`config.mk`:
```
export PLATFORM = sky130hd
export DESIGN_NAME = csd_card_space_decoder
export DESIGN_NICKNAME = d
export VERILOG_FILES = /design/src/csd_pkg.sv /design/src/csd_space_decode.sv /design/src/csd_cis_rom.sv /design/src/csd_card_space_decoder.sv
export VERILOG_INCLUDE_DIRS = /design/src
export SDC_FILE = /design/constraint.sdc
export NUM_CORES = 2
export LEC_CHECK = 0
export BUFFER_PORTS_ARGS = -buffer_cell sky130_fd_sc_hd__buf_2
export CAP_MARGIN = 10
export CORE_MARGIN = 2
export CORE_UTILIZATION = 62
export DETAILED_ROUTE_END_ITERATION = 10
export PLACE_DENSITY_LB_ADDON = 0.3
export SETUP_SLACK_MARGIN = 0.3
export SYNTH_ARGS = -nofsm -noshare
export SYNTH_HDL_FRONTEND = slang
export SYNTH_SLANG_ARGS = --single-unit
```
`constraint.sdc`:
```
create_clock -name i_sys_clk -period 2.55 [get_ports i_sys_clk]
set_input_delay 0.6375 -clock i_sys_clk [delete_from_list [all_inputs] [get_ports i_sys_clk]]
set_output_delay 0.6375 -clock i_sys_clk [all_outputs]
set_load 0.02 [all_outputs]
```
`src/csd_defines.svh`:
```
// Purpose: Constants for the card space decoder
// Assumes: Attribute byte addresses on the host address pins
// Notes:   Offsets are byte addresses inside attribute space
`ifndef CSD_DEFINES_SVH
`define CSD_DEFINES_SVH
`define CSD_ADDR_W        11
`define CSD_CFG_BASE      11'h200
`define CSD_OFS_OPTION    3'h0
`define CSD_OFS_STATUS    3'h2
`define CSD_OFS_PINREP    3'h4
`define CSD_OFS_SOCKET    3'h6
`define CSD_RST_OPTION    8'h00
`define CSD_RST_STATUS    8'h00
`define CSD_RST_PINREP    8'h00
`define CSD_RST_SOCKET    8'h00
`define CSD_OPT_SOFT_RST  7
`define CSD_STAT_WMASK    8'h6c
`define CSD_STAT_INT      1
`define CSD_PIN_RD_ONES   8'h0c
`define CSD_PIN_CRDY      5
`define CSD_PIN_CWP       4
`define CSD_PIN_MRDY      1
`define CSD_PIN_MWP       0
`define CSD_SOCK_WMASK    8'h1f
`define CSD_CIS_DEPTH     256
`define CSD_CIS_AW        8
`endif

```
`src/csd_pkg.sv`:
```
// Purpose: Types for the card space decoder
// Assumes: Nothing
// Notes:   Space codes name the selected region
package csd_pkg;
  typedef enum logic [2:0] {
    CSD_SP_STANDBY,
    CSD_SP_CONFIG,
    CSD_SP_CIS,
    CSD_SP_COMMON,
    CSD_SP_INVALID,
    CSD_SP_NONE
  } csd_space_t;
  typedef enum logic [1:0] {
    CSD_LANE_NONE,
    CSD_LANE_LOW,
    CSD_LANE_HIGH,
    CSD_LANE_WORD
  } csd_lane_t;
  typedef enum logic [1:0] {
    CSD_ST_IDLE,
    CSD_ST_ACTIVE,
    CSD_ST_DONE
  } csd_state_t;
endpackage : csd_pkg

```
`src/csd_space_decode.sv`:
```
// Purpose: Combinational space and lane decode of the memory-mode strobes
// Assumes: Strobes sampled synchronously
// Notes:   Pure decode, no state
`timescale 1ns/10ps
`include "csd_defines.svh"
module csd_space_decode (
  // Host strobes
  input  wire logic                   i_low_byte_chip_select_n,
  input  wire logic                   i_high_byte_chip_select_n,
  input  wire logic                   i_attr_select_n,
  input  wire logic                   i_read_n,
  input  wire logic                   i_write_n,
  input  wire logic [`CSD_ADDR_W-1:0] i_addr,
  // Decode results
  output csd_pkg::csd_space_t         o_space,
  output csd_pkg::csd_lane_t          o_lane
);
  import csd_pkg::*;
  logic addr_bit_ten;
  logic addr_bit_nine;
  logic addr_bit_zero;
  logic strobe;
  assign addr_bit_ten  = i_addr[10];
  assign addr_bit_nine = i_addr[9];
  assign addr_bit_zero = i_addr[0];
  assign strobe        = ~i_read_n ^ ~i_write_n;

  always_comb begin
    o_space = CSD_SP_NONE;
    o_lane  = CSD_LANE_NONE;
    if (i_low_byte_chip_select_n && i_high_byte_chip_select_n) begin
      o_space = CSD_SP_STANDBY;
    end else if (!strobe) begin
      o_space = CSD_SP_NONE;
    end else if (i_attr_select_n) begin
      o_space = CSD_SP_COMMON;
      if (!i_low_byte_chip_select_n && i_high_byte_chip_select_n) begin
        o_lane = CSD_LANE_LOW;
      end else if (i_low_byte_chip_select_n) begin
        o_lane = CSD_LANE_HIGH;
      end else if (!addr_bit_zero) begin
        o_lane = CSD_LANE_WORD;
      end else begin
        o_space = CSD_SP_NONE;
      end
    end else if (i_low_byte_chip_select_n || addr_bit_zero) begin
      o_space = CSD_SP_INVALID;
      o_lane  = i_low_byte_chip_select_n ? CSD_LANE_HIGH : CSD_LANE_LOW;
    end else if (!addr_bit_ten && addr_bit_nine) begin
      o_space = CSD_SP_CONFIG;
      o_lane  = CSD_LANE_LOW;
    end else if (!addr_bit_ten && !addr_bit_nine) begin
      o_space = i_read_n ? CSD_SP_INVALID : CSD_SP_CIS;
      o_lane  = CSD_LANE_LOW;
    end else begin
      o_space = CSD_SP_INVALID;
      o_lane  = CSD_LANE_LOW;
    end
  end
endmodule : csd_space_decode

```
`src/csd_cis_rom.sv`:
```
// Purpose: Card information structure storage, read only from the host side
// Assumes: Loaded through a private load port
// Notes:   Content is held in a register array
`timescale 1ns/10ps
`include "csd_defines.svh"
module csd_cis_rom (
  // Clock and reset
  input  wire logic                  i_sys_clk,
  input  wire logic                  i_rst_n,
  // Load port
  input  wire logic                  i_load,
  input  wire logic [`CSD_CIS_AW-1:0] i_load_addr,
  input  wire logic [7:0]            i_load_data,
  // Read port
  input  wire logic [`CSD_CIS_AW-1:0] i_rd_addr,
  output logic      [7:0]            o_rd_data
);
  logic [7:0] mem [`CSD_CIS_DEPTH];

  always_ff @(posedge i_sys_clk) begin
    if (i_load) begin
      mem[i_load_addr] <= i_load_data;
    end
  end

  always_ff @(posedge i_sys_clk or negedge i_rst_n) begin
    if (!i_rst_n) begin
      o_rd_data <= 8'h00;
    end else begin
      o_rd_data <= mem[i_rd_addr];
    end
  end
endmodule : csd_cis_rom

```
`src/csd_card_space_decoder.sv`:
```
// Purpose: Memory-mode host port decoder with configuration registers
// Assumes: Host strobes synchronous to i_sys_clk
// Notes:   Writes commit on the first cycle of a write strobe
`timescale 1ns/10ps
`include "csd_defines.svh"
module csd_card_space_decoder (
  // Clock and reset
  input  wire logic                   i_sys_clk,
  input  wire logic                   i_rst_n,
  // Host strobes
  input  wire logic                   i_low_byte_chip_select_n,
  input  wire logic                   i_high_byte_chip_select_n,
  input  wire logic                   i_attr_select_n,
  input  wire logic                   i_read_n,
  input  wire logic                   i_write_n,
  input  wire logic [`CSD_ADDR_W-1:0] i_addr,
  // Data lanes
  input  wire logic [15:0]            i_data,
  output logic      [15:0]            o_data,
  output logic                        o_data_lo_oe_n,
  output logic                        o_data_hi_oe_n,
  // Common memory side
  output logic                        o_common_rd,
  output logic                        o_common_wr,
  output logic      [`CSD_ADDR_W-1:0] o_common_addr,
  output logic      [1:0]             o_common_be,
  output logic      [15:0]            o_common_wdata,
  input  wire logic [15:0]            i_common_rdata,
  // Card side status and control
  input  wire logic                   i_ready,
  input  wire logic                   i_int_req,
  input  wire logic                   i_cis_load,
  input  wire logic [`CSD_CIS_AW-1:0] i_cis_load_addr,
  input  wire logic [7:0]             i_cis_load_data,
  output logic      [7:0]             o_configuration_option,
  output logic                        o_soft_reset,
  output logic                        o_power_down,
  output logic                        o_invalid_access
);
  import csd_pkg::*;

  csd_space_t space;
  csd_lane_t  lane;
  csd_state_t state;
  csd_state_t next_state;
  logic [7:0] card_config_and_status;
  logic [7:0] pin_replacement;
  logic [7:0] socket_and_copy;
  logic       ready_q;
  logic [7:0] cis_data;
  logic [7:0] reg_rdata;
  logic       start;
  logic       is_write;
  logic       cfg_wr;
  logic [2:0] cfg_ofs;
  logic       cfg_hit;
  logic       attr_rd;
  logic       attr_cfg_rd;
  logic       ready_seen;
  logic       ready_chg;
  logic [1:0] commit_cnt;

  function automatic logic [2:0] csd_cfg_offset(input logic [`CSD_ADDR_W-1:0] a);
    csd_cfg_offset = a[2:0];
  endfunction : csd_cfg_offset

  csd_space_decode u_decode (
    .i_low_byte_chip_select_n  (i_low_byte_chip_select_n),
    .i_high_byte_chip_select_n (i_high_byte_chip_select_n),
    .i_attr_select_n           (i_attr_select_n),
    .i_read_n                  (i_read_n),
    .i_write_n                 (i_write_n),
    .i_addr                    (i_addr),
    .o_space                   (space),
    .o_lane                    (lane)
  );

  csd_cis_rom u_cis (
    .i_sys_clk   (i_sys_clk),
    .i_rst_n     (i_rst_n),
    .i_load      (i_cis_load),
    .i_load_addr (i_cis_load_addr),
    .i_load_data (i_cis_load_data),
    .i_rd_addr   (i_addr[`CSD_CIS_AW:1]),
    .o_rd_data   (cis_data)
  );

  // Cycle delimiting: one commit per strobe assertion
  always_comb begin
    next_state = state;
    case (state)
      CSD_ST_IDLE: begin
        if (space != CSD_SP_STANDBY && space != CSD_SP_NONE) begin
          next_state = CSD_ST_ACTIVE;
        end
      end
      CSD_ST_ACTIVE: begin
        next_state = CSD_ST_DONE;
        if (space == CSD_SP_STANDBY || space == CSD_SP_NONE) begin
          next_state = CSD_ST_IDLE;
        end
      end
      default: begin
        if (space == CSD_SP_STANDBY || space == CSD_SP_NONE) begin
          next_state = CSD_ST_IDLE;
        end
      end
    endcase
  end

  always_ff @(posedge i_sys_clk or negedge i_rst_n) begin
    if (!i_rst_n) begin
      state <= CSD_ST_IDLE;
    end else begin
      state <= next_state;
    end
  end

  assign start    = (state == CSD_ST_IDLE) && (space != CSD_SP_STANDBY) && (space != CSD_SP_NONE);
  assign is_write = ~i_write_n;
  assign cfg_ofs  = csd_cfg_offset(i_addr);
  assign cfg_hit  = (i_addr[8:3] == 6'h00) && !cfg_ofs[0];
  assign cfg_wr   = start && is_write && (space == CSD_SP_CONFIG) && cfg_hit;
  assign attr_rd     = !i_attr_select_n && !i_low_byte_chip_select_n && !i_read_n && i_write_n;
  assign attr_cfg_rd = attr_rd && ((i_addr & 11'h7f8) == `CSD_CFG_BASE);

  // Configuration option register
  always_ff @(posedge i_sys_clk or negedge i_rst_n) begin
    if (!i_rst_n) begin
      o_configuration_option <= `CSD_RST_OPTION;
    end else if (cfg_wr && cfg_ofs == `CSD_OFS_OPTION) begin
      o_configuration_option <= i_data[7:0];
    end
  end
  assign o_soft_reset = o_configuration_option[`CSD_OPT_SOFT_RST];

  // Card configuration and status register
  always_ff @(posedge i_sys_clk or negedge i_rst_n) begin
    if (!i_rst_n) begin
      card_config_and_status <= `CSD_RST_STATUS;
    end else if (cfg_wr && cfg_ofs == `CSD_OFS_STATUS) begin
      card_config_and_status <= i_data[7:0] & `CSD_STAT_WMASK;
    end
  end
  assign o_power_down = card_config_and_status[2];

  // Ready change detector, armed one cycle after reset so release gives no false edge
  always_ff @(posedge i_sys_clk or negedge i_rst_n) begin
    if (!i_rst_n) begin
      ready_q    <= 1'b0;
      ready_seen <= 1'b0;
    end else begin
      ready_q    <= i_ready;
      ready_seen <= 1'b1;
    end
  end
  assign ready_chg = ready_seen && (ready_q ^ i_ready);

  // Starts seen since the host last delimited a cycle
  always_ff @(posedge i_sys_clk or negedge i_rst_n) begin
    if (!i_rst_n) begin
      commit_cnt <= 2'h0;
    end else if (space == CSD_SP_STANDBY || space == CSD_SP_NONE) begin
      commit_cnt <= 2'h0;
    end else if (start && commit_cnt != 2'h3) begin
      commit_cnt <= commit_cnt + 2'h1;
    end
  end

  // Pin replacement register: hardware set wins over host clear
  always_ff @(posedge i_sys_clk or negedge i_rst_n) begin
    if (!i_rst_n) begin
      pin_replacement <= `CSD_RST_PINREP;
    end else begin
      if (cfg_wr && cfg_ofs == `CSD_OFS_PINREP && i_data[`CSD_PIN_MRDY]) begin
        pin_replacement[`CSD_PIN_CRDY] <= i_data[`CSD_PIN_CRDY] | ready_chg;
      end else if (ready_chg) begin
        pin_replacement[`CSD_PIN_CRDY] <= 1'b1;
      end
      if (cfg_wr && cfg_ofs == `CSD_OFS_PINREP && i_data[`CSD_PIN_MWP]) begin
        pin_replacement[`CSD_PIN_CWP] <= i_data[`CSD_PIN_CWP];
      end
    end
  end

  // Socket and copy register
  always_ff @(posedge i_sys_clk or negedge i_rst_n) begin
    if (!i_rst_n) begin
      socket_and_copy <= `CSD_RST_SOCKET;
    end else if (cfg_wr && cfg_ofs == `CSD_OFS_SOCKET) begin
      socket_and_copy <= i_data[7:0] & `CSD_SOCK_WMASK;
    end
  end

  // Register read mux
  always_comb begin
    reg_rdata = 8'h00;
    if (!cfg_hit) begin
      reg_rdata = 8'h00;
    end else if (cfg_ofs == `CSD_OFS_OPTION) begin
      reg_rdata = o_configuration_option;
    end else if (cfg_ofs == `CSD_OFS_STATUS) begin
      reg_rdata = card_config_and_status | {1'b0, 5'h00, i_int_req, 1'b0}
                  | {pin_replacement[`CSD_PIN_CRDY] | pin_replacement[`CSD_PIN_CWP], 7'h00};
    end else if (cfg_ofs == `CSD_OFS_PINREP) begin
      reg_rdata = (pin_replacement & 8'h30) | `CSD_PIN_RD_ONES | {6'h00, i_ready, 1'b0};
    end else begin
      reg_rdata = socket_and_copy;
    end
  end

  // Common memory strobes
  always_ff @(posedge i_sys_clk or negedge i_rst_n) begin
    if (!i_rst_n) begin
      o_common_rd    <= 1'b0;
      o_common_wr    <= 1'b0;
      o_common_addr  <= '0;
      o_common_be    <= 2'b00;
      o_common_wdata <= 16'h0000;
    end else begin
      o_common_rd    <= start && !is_write && space == CSD_SP_COMMON;
      o_common_wr    <= start && is_write && space == CSD_SP_COMMON;
      o_common_addr  <= i_addr;
      o_common_be    <= (lane == CSD_LANE_WORD) ? 2'b11 : (lane == CSD_LANE_HIGH) ? 2'b10 : 2'b01;
      o_common_wdata <= i_data;
    end
  end

  // Read data and lane enables
  always_ff @(posedge i_sys_clk or negedge i_rst_n) begin
    if (!i_rst_n) begin
      o_data         <= 16'h0000;
      o_data_lo_oe_n <= 1'b1;
      o_data_hi_oe_n <= 1'b1;
    end else if (space == CSD_SP_STANDBY || space == CSD_SP_NONE || is_write) begin
      o_data_lo_oe_n <= 1'b1;
      o_data_hi_oe_n <= 1'b1;
    end else begin
      o_data_lo_oe_n <= !(lane == CSD_LANE_LOW || lane == CSD_LANE_WORD);
      o_data_hi_oe_n <= !(lane == CSD_LANE_HIGH || lane == CSD_LANE_WORD);
      if (space == CSD_SP_COMMON) begin
        o_data <= i_common_rdata;
      end else if (space == CSD_SP_CONFIG) begin
        o_data <= {8'h00, reg_rdata};
      end else if (space == CSD_SP_CIS) begin
        o_data <= {8'h00, cis_data};
      end else begin
        o_data <= 16'h0000;
      end
    end
  end

  // Invalid access flag, one pulse per cycle
  always_ff @(posedge i_sys_clk or negedge i_rst_n) begin
    if (!i_rst_n) begin
      o_invalid_access <= 1'b0;
    end else begin
      o_invalid_access <= start && space == CSD_SP_INVALID;
    end
  end

  standby_float_a: assert property (@(posedge i_sys_clk) disable iff (!i_rst_n)
    (i_low_byte_chip_select_n && i_high_byte_chip_select_n) |=> (o_data_lo_oe_n && o_data_hi_oe_n))
    else $error("lanes driven in standby");
  attr_upper_a: assert property (@(posedge i_sys_clk) disable iff (!i_rst_n)
    (!i_attr_select_n && !i_low_byte_chip_select_n && !i_read_n && i_write_n && !i_addr[0]) |=> o_data_hi_oe_n)
    else $error("upper lane driven on attribute read");
  invalid_noreg_a: assert property (@(posedge i_sys_clk) disable iff (!i_rst_n)
    (start && space == CSD_SP_INVALID) |=> $stable(o_configuration_option) && $stable(socket_and_copy))
    else $error("invalid access changed a register");
  option_write_a: assert property (@(posedge i_sys_clk) disable iff (!i_rst_n)
    cfg_wr && cfg_ofs == `CSD_OFS_OPTION |=> o_configuration_option == $past(i_data[7:0]))
    else $error("option register not written");
  socket_write_a: assert property (@(posedge i_sys_clk) disable iff (!i_rst_n)
    cfg_wr && cfg_ofs == `CSD_OFS_SOCKET |=> socket_and_copy == ($past(i_data[7:0]) & 8'h1f))
    else $error("socket register not written");
  common_low_a: assert property (@(posedge i_sys_clk) disable iff (!i_rst_n)
    (start && i_attr_select_n && !i_low_byte_chip_select_n && i_high_byte_chip_select_n) |=> o_common_be == 2'b01)
    else $error("low byte lane wrong");
  common_word_a: assert property (@(posedge i_sys_clk) disable iff (!i_rst_n)
    (start && i_attr_select_n && !i_low_byte_chip_select_n && !i_high_byte_chip_select_n) |=> o_common_be == 2'b11)
    else $error("word lanes wrong");
  cis_write_a: assert property (@(posedge i_sys_clk) disable iff (!i_rst_n)
    (start && !i_attr_select_n && !i_write_n && !i_addr[10] && !i_addr[9]) |=> o_invalid_access)
    else $error("info structure write not flagged");
  odd_attr_a: assert property (@(posedge i_sys_clk) disable iff (!i_rst_n)
    (start && !i_attr_select_n && i_addr[0]) |=> o_invalid_access)
    else $error("odd attribute access not flagged");
  one_commit_a: assert property (@(posedge i_sys_clk) disable iff (!i_rst_n)
    o_common_wr |=> !o_common_wr)
    else $error("two commits in one cycle");

  // Register read, ready latch and word write checks
  option_read_a: assert property (@(posedge i_sys_clk) disable iff (!i_rst_n)
    attr_cfg_rd && i_addr[2:0] == `CSD_OFS_OPTION
    |=> !o_data_lo_oe_n && o_data[7:0] == o_configuration_option)
    else $error("option register read wrong");
  status_read_a: assert property (@(posedge i_sys_clk) disable iff (!i_rst_n)
    attr_cfg_rd && i_addr[2:0] == `CSD_OFS_STATUS
    |=> o_data[1] == $past(i_int_req) && !o_data[0])
    else $error("status register read wrong");
  pin_read_a: assert property (@(posedge i_sys_clk) disable iff (!i_rst_n)
    attr_cfg_rd && i_addr[2:0] == `CSD_OFS_PINREP
    |=> o_data[3:2] == 2'b11 && o_data[1] == $past(i_ready))
    else $error("pin replacement read wrong");
  socket_read_a: assert property (@(posedge i_sys_clk) disable iff (!i_rst_n)
    attr_cfg_rd && i_addr[2:0] == `CSD_OFS_SOCKET
    |=> o_data[7:0] == socket_and_copy)
    else $error("socket register read wrong");
  ready_set_a: assert property (@(posedge i_sys_clk) disable iff (!i_rst_n)
    ready_chg
    |=> pin_replacement[`CSD_PIN_CRDY])
    else $error("ready change not latched");
  word_cfg_a: assert property (@(posedge i_sys_clk) disable iff (!i_rst_n)
    start && !i_attr_select_n && !i_low_byte_chip_select_n && !i_high_byte_chip_select_n
    && !i_write_n && i_addr == `CSD_CFG_BASE
    |=> o_configuration_option == $past(i_data[7:0]))
    else $error("word register write lost");

  // Lane checks
  cis_lane_a: assert property (@(posedge i_sys_clk) disable iff (!i_rst_n)
    attr_rd && !i_addr[10] && !i_addr[9] && !i_addr[0]
    |=> !o_data_lo_oe_n && o_data_hi_oe_n)
    else $error("info structure lanes wrong");
  write_float_a: assert property (@(posedge i_sys_clk) disable iff (!i_rst_n)
    !i_write_n && i_read_n
    |=> o_data_lo_oe_n && o_data_hi_oe_n)
    else $error("lanes driven on write");
  word_lanes_a: assert property (@(posedge i_sys_clk) disable iff (!i_rst_n)
    start && i_attr_select_n && !i_low_byte_chip_select_n && !i_high_byte_chip_select_n && !i_read_n
    |=> !o_data_lo_oe_n && !o_data_hi_oe_n)
    else $error("word read lanes wrong");

  // Common memory checks
  common_high_a: assert property (@(posedge i_sys_clk) disable iff (!i_rst_n)
    start && i_attr_select_n && i_low_byte_chip_select_n
    |=> o_common_be == 2'b10)
    else $error("high byte lane wrong");
  attr_no_common_a: assert property (@(posedge i_sys_clk) disable iff (!i_rst_n)
    !i_attr_select_n
    |=> !o_common_rd && !o_common_wr)
    else $error("attribute access reached common memory");

  // Invalid access and delimiting checks
  high_only_a: assert property (@(posedge i_sys_clk) disable iff (!i_rst_n)
    start && !i_attr_select_n && i_low_byte_chip_select_n
    |=> o_invalid_access)
    else $error("high only attribute access not flagged");
  one_start_a: assert property (@(posedge i_sys_clk) disable iff (!i_rst_n)
    commit_cnt < 2'h2)
    else $error("held strobe started twice");
endmodule : csd_card_space_decoder

```
==> flow_summary.toml <==
[floorplan]
num_rows = 134
die_area_mm2 = 0.1367
start_util_pct = 62.29
die_height_um = 369.7
io_pins = 129
coreArea_mm2 = 0.1331
die_w_um = 369.7

[detailed_routing]
via_count = 47890
viasPerCell = 7.008
drtAntennaViolNets = 0
finalWirelength_um = 241400
dr.pass1.iters = 9
first_iter_violations = 8137
wl_per_cell_um = 35.33
drc = 0

[worst_setup_path]
critPathRequiredTime_ns = 3.27
cp-endpoint = "u_cis.o_rd_data[5]"
cp.buffers_inverters = 6
cp_common_cell = "buf_4"
worstPathCellList = "buf_16 -> buf_12 -> buf_16 -> buf_4 -> mux4_2 -> a211oi_2 -> a21oi_2 -> buf_4 -> a311o_1 -> o311ai_2 -> buf_4 -> nand4_1"
cp-start-kind = "input pin"
crit_family = "buffers and inverters"
crit_arrival_ns = 3.24
crit_cells = 12
ff2ff_path_depth = 7
cpMaxStageDelayCell = "mux4_2"
timing.rr.end = "u_cis.o_rd_data[5]"
worst-r2r-setup-slack_ns = 0.08
setup.worst_path.start = "i_addr[1]"
r2r_start = "u_cis.mem[168][5]"
crit_path_end_kind = "flip-flop"
critical_path_class = "input pin to flip-flop"
path_max_fanout = 7
cpPeakStageDelay_ns = 0.54

[cts]
clk_pin_slew_ns = 0.06
cts_root_buf = "clkbuf_16"
clock_path_buffers = 3
clock-sinks = 2129
cts_buffers = 201
htree_levels = 4
clk-insertion-delay-late_ns = 0.86
cts_tree = "yes"

[grt]
grtUsageMet2_pct = 54.62
grt_pass1_vias = 47360
gr-total-overflow = 0
grt_use_met3_pct = 9.058
grt_antenna_before_repair = 15
top_usage_layer = "met2"
grt_pass1_wl_um = 338900
met1_usage_pct = 46.96
grt_usage_pct = 35.41
grt_max_degree = 106

[yosys]
synthCells = 4008
synth.yosys.warnings = 0
synth_top_area_share_pct = 74.16
synthSimpleGateAreaFrac_pct = 3.022
synth_compound_area_share_pct = 3.185
synth_seq_cells = 2129
synth_fa_ha_area_share_pct = 0
synth.area.mux_share_pct = 15.26
synthXorXnorAreaFrac_pct = 0.03169
synth_fp_nets = 4077
synth_top_family_by_area = "multiplexers"
syn-cell-area_mm2 = 0.08292
synth.most_common_cell = "edfxtp_1"
synth_top_flop_cell = "edfxtp_1"
synthTopCellsByCount = "edfxtp_1 (2048), mux4_2 (458), nor2_1 (301), mux2i_1 (155), nand2_1 (115)"
synthArstFlopShare_pct = 3.805
synth_area_per_cell_um2 = 20.69
yosysUniqueCellTypes = 72
yosys.area.top_type = "edfxtp_1"
seq_area_frac_synth_pct = 76.61
netlist_top_cells_area = "edfxtp_1 (74%), mux4_2 (12%), dfrtp_1 (2.4%)"
synth_edf_count = 2048

[placement]
dp_hpwl_um = 150400
place_inst = 6380
gp_congestion = 0.9456
place_area_mm2 = 0.09175
io_buffers = 128
dp_slack_ns = -1.475

[sta]
relSlewSlack_pct = 43.55
setup_viol = 0
fmax_mhz = 397.1
fin_ws_ns = 0.03175
hold_viol = 0
slew_viol_final = 0
fin_setup_tns_ns = 0
min_period_ns = 2.518
rsz0062_at_grt = "true"
worst_pin_slew_ns = 0.8467
finalClockSkew_ns = 0.03692
period_share_pct = 98.75

[pwr]
p_int_mw = 57.74
power.density_mw_per_mm2 = 740.0
combPwrFrac_pct = 6.8
peakVddDrop_v = 0.0008017
finalPower_mw = 73.99
clock_power_share_pct = 41.1
seqPwrFrac_pct = 52.1
p_leak_nw = 33.51
netSwitchingFraction_pct = 21.96
switching_power_mw = 16.25

[layout]
stdcell_area_mm2 = 0.09999
finalNetCount = 4949
stdcell_count = 6834
area_growth_pct = 20.58
drive_gt1_share_pct = 37.37

[job]
max-cap-violations = 0

[status]
status = "completed"

[hold_path]
hp-class = "input pin to flip-flop"
==> power by group through the flow <==
stage | registers [mW] | logic, mW | clock network [mW]
floorplan | 39.3 | 2.06 | 0
global placement | 39.3 | 4.43 | 0
detailed placement | 39.3 | 4.52 | 0
CTS | 38.5 | 4.74 | 30.5
global route | 38.5 | 5.13 | 31.8
finish | 38.5 | 5.03 | 30.4
==> placed cells by master (no fill, tap or decap), types with 10 or more instances in the layout <==
cell / netlist / final
buf_12: 1 / 98
diode_2: 0 / 11
o211ai_1: 10 / 10
buf_2: 66 / 113
dfrtp_1: 79 / 79
a211oi_1: 23 / 18
clkinv_2: 0 / 35
clkbuf_16: 0 / 206
dlygate4sd3_1: 0 / 24
a31oi_1: 20 / 17
o22ai_1: 31 / 29
mux2_2: 35 / 29
bufinv_16: 0 / 23
nor2_4: 0 / 73
clkbuf_1: 102 / 44
mux2i_1: 155 / 152
nand4_1: 14 / 14
o221ai_1: 16 / 11
edfxtp_1: 2048 / 2048
buf_16: 0 / 11
a221oi_1: 33 / 25
clkinv_1: 1 / 37
nor2_2: 0 / 20
a32oi_1: 13 / 11
a22o_1: 22 / 22
mux4_1: 15 / 10
nor2b_1: 25 / 19
nor2_1: 301 / 208
a22oi_1: 51 / 45
buf_4: 26 / 636
clkbuf_8: 0 / 17
nand2_1: 115 / 111
nand3_1: 49 / 39
o21ai_0: 46 / 35
buf_6: 33 / 19
mux4_2: 458 / 463
a21oi_1: 66 / 62
==> routing by layer <==
| layer | wire length [µm] | up-vias |
|---|---|---|
| met3 | 31670 | 808 |
| met5 | 133 | - |
| met2 | 114000 | 4202 |
| li1 | - | 18410 |
| met4 | 14940 | 16 |
| met1 | 80720 | 24460 |
==> final cells by class <==
cell class                 instances  area, µm²
multi-input combinational       1619      19120
clock buffer                     256       5369
timing repair buffer             919       8362
inverter                          10      40.04
sequential                      2129      63530
clock inverter                   122       1330
fill                            6916      33140
tap                             1768       2212
antenna                           11      27.53
==> sequential cells by signal, summed over array words and instances, names as in the netlist <==
| name | count |
|---|---|
| card_config_and_status | 4 |
| o_common_addr | 11 |
| o_common_be | 2 |
| o_common_rd | 1 |
| o_common_wdata | 16 |
| o_common_wr | 1 |
| o_configuration_option | 8 |
| o_data | 16 |
| o_data_hi_oe_n | 1 |
| o_data_lo_oe_n | 1 |
| o_invalid_access | 1 |
| pin_replacement | 2 |
| ready_q | 1 |
| ready_seen | 1 |
| socket_and_copy | 5 |
| state | 2 |
| u_cis.mem | 2048 |
| u_cis.o_rd_data | 8 |
==> logic make-up (layout without fill, tap and decap cells) <==
group | count (synthesis) | count (layout)
XOR/XNOR | 3 | 3
buffers and inverters | 260 | 1307
AO/OA/AOI/OAI | 376 | 376
multiplexers | 663 | 663
other | 1 | 12
AND/OR/NAND/NOR | 576 | 576
flip-flops | 2129 | 2129
==> through the flow <==
step | utilization (%) | hold slack, ns
finish | 75.11 | 0.05110
global route | 75.09 | 0.02802
CTS | 74.58 | 0.002381
detailed placement | 68.92 | 0.4694
global placement | 68.92 | 0.4391
floorplan | - | 0.3419
==> worst min-delay path by stage <==
stage | cells past startpoint | slack (ns) | to | startpoint
floorplan | 0 | 0.34 | card_config_and_status[2] | i_rst_n
global placement | 1 | 0.44 | pin_replacement[5] | ready_seen
detailed placement | 2 | 0.47 | o_data[7] | o_data[7]
CTS | 1 | 0.002 | o_common_addr[6] | i_addr[6]
global route | 1 | 0.03 | o_common_addr[6] | i_addr[6]
finish | 2 | 0.05 | o_data[11] | i_common_rdata[11]
==> worst register-to-register path, stage by stage, from the launching register on <==
cell	delay, ns
edfxtp_1	0.40
mux4_2	0.51
mux4_2	0.54
nand2b_4	0.17
a311o_1	0.31
o311ai_2	0.12
buf_4	0.22
nand4_1	0.08
==> what timing repair did <==
action | 4_1_cts | 5_1_grt
pin swaps | 10 | 28
gates cloned | 4 | 3
endpoints found under the setup margin | 8 | 31
endpoints found under the hold margin | 55 | 0
gates resized for setup | 69 | 92
hold buffers | 26 | 0
buffers inserted | 9 | 23
Power figures use the tool's default switching activity.
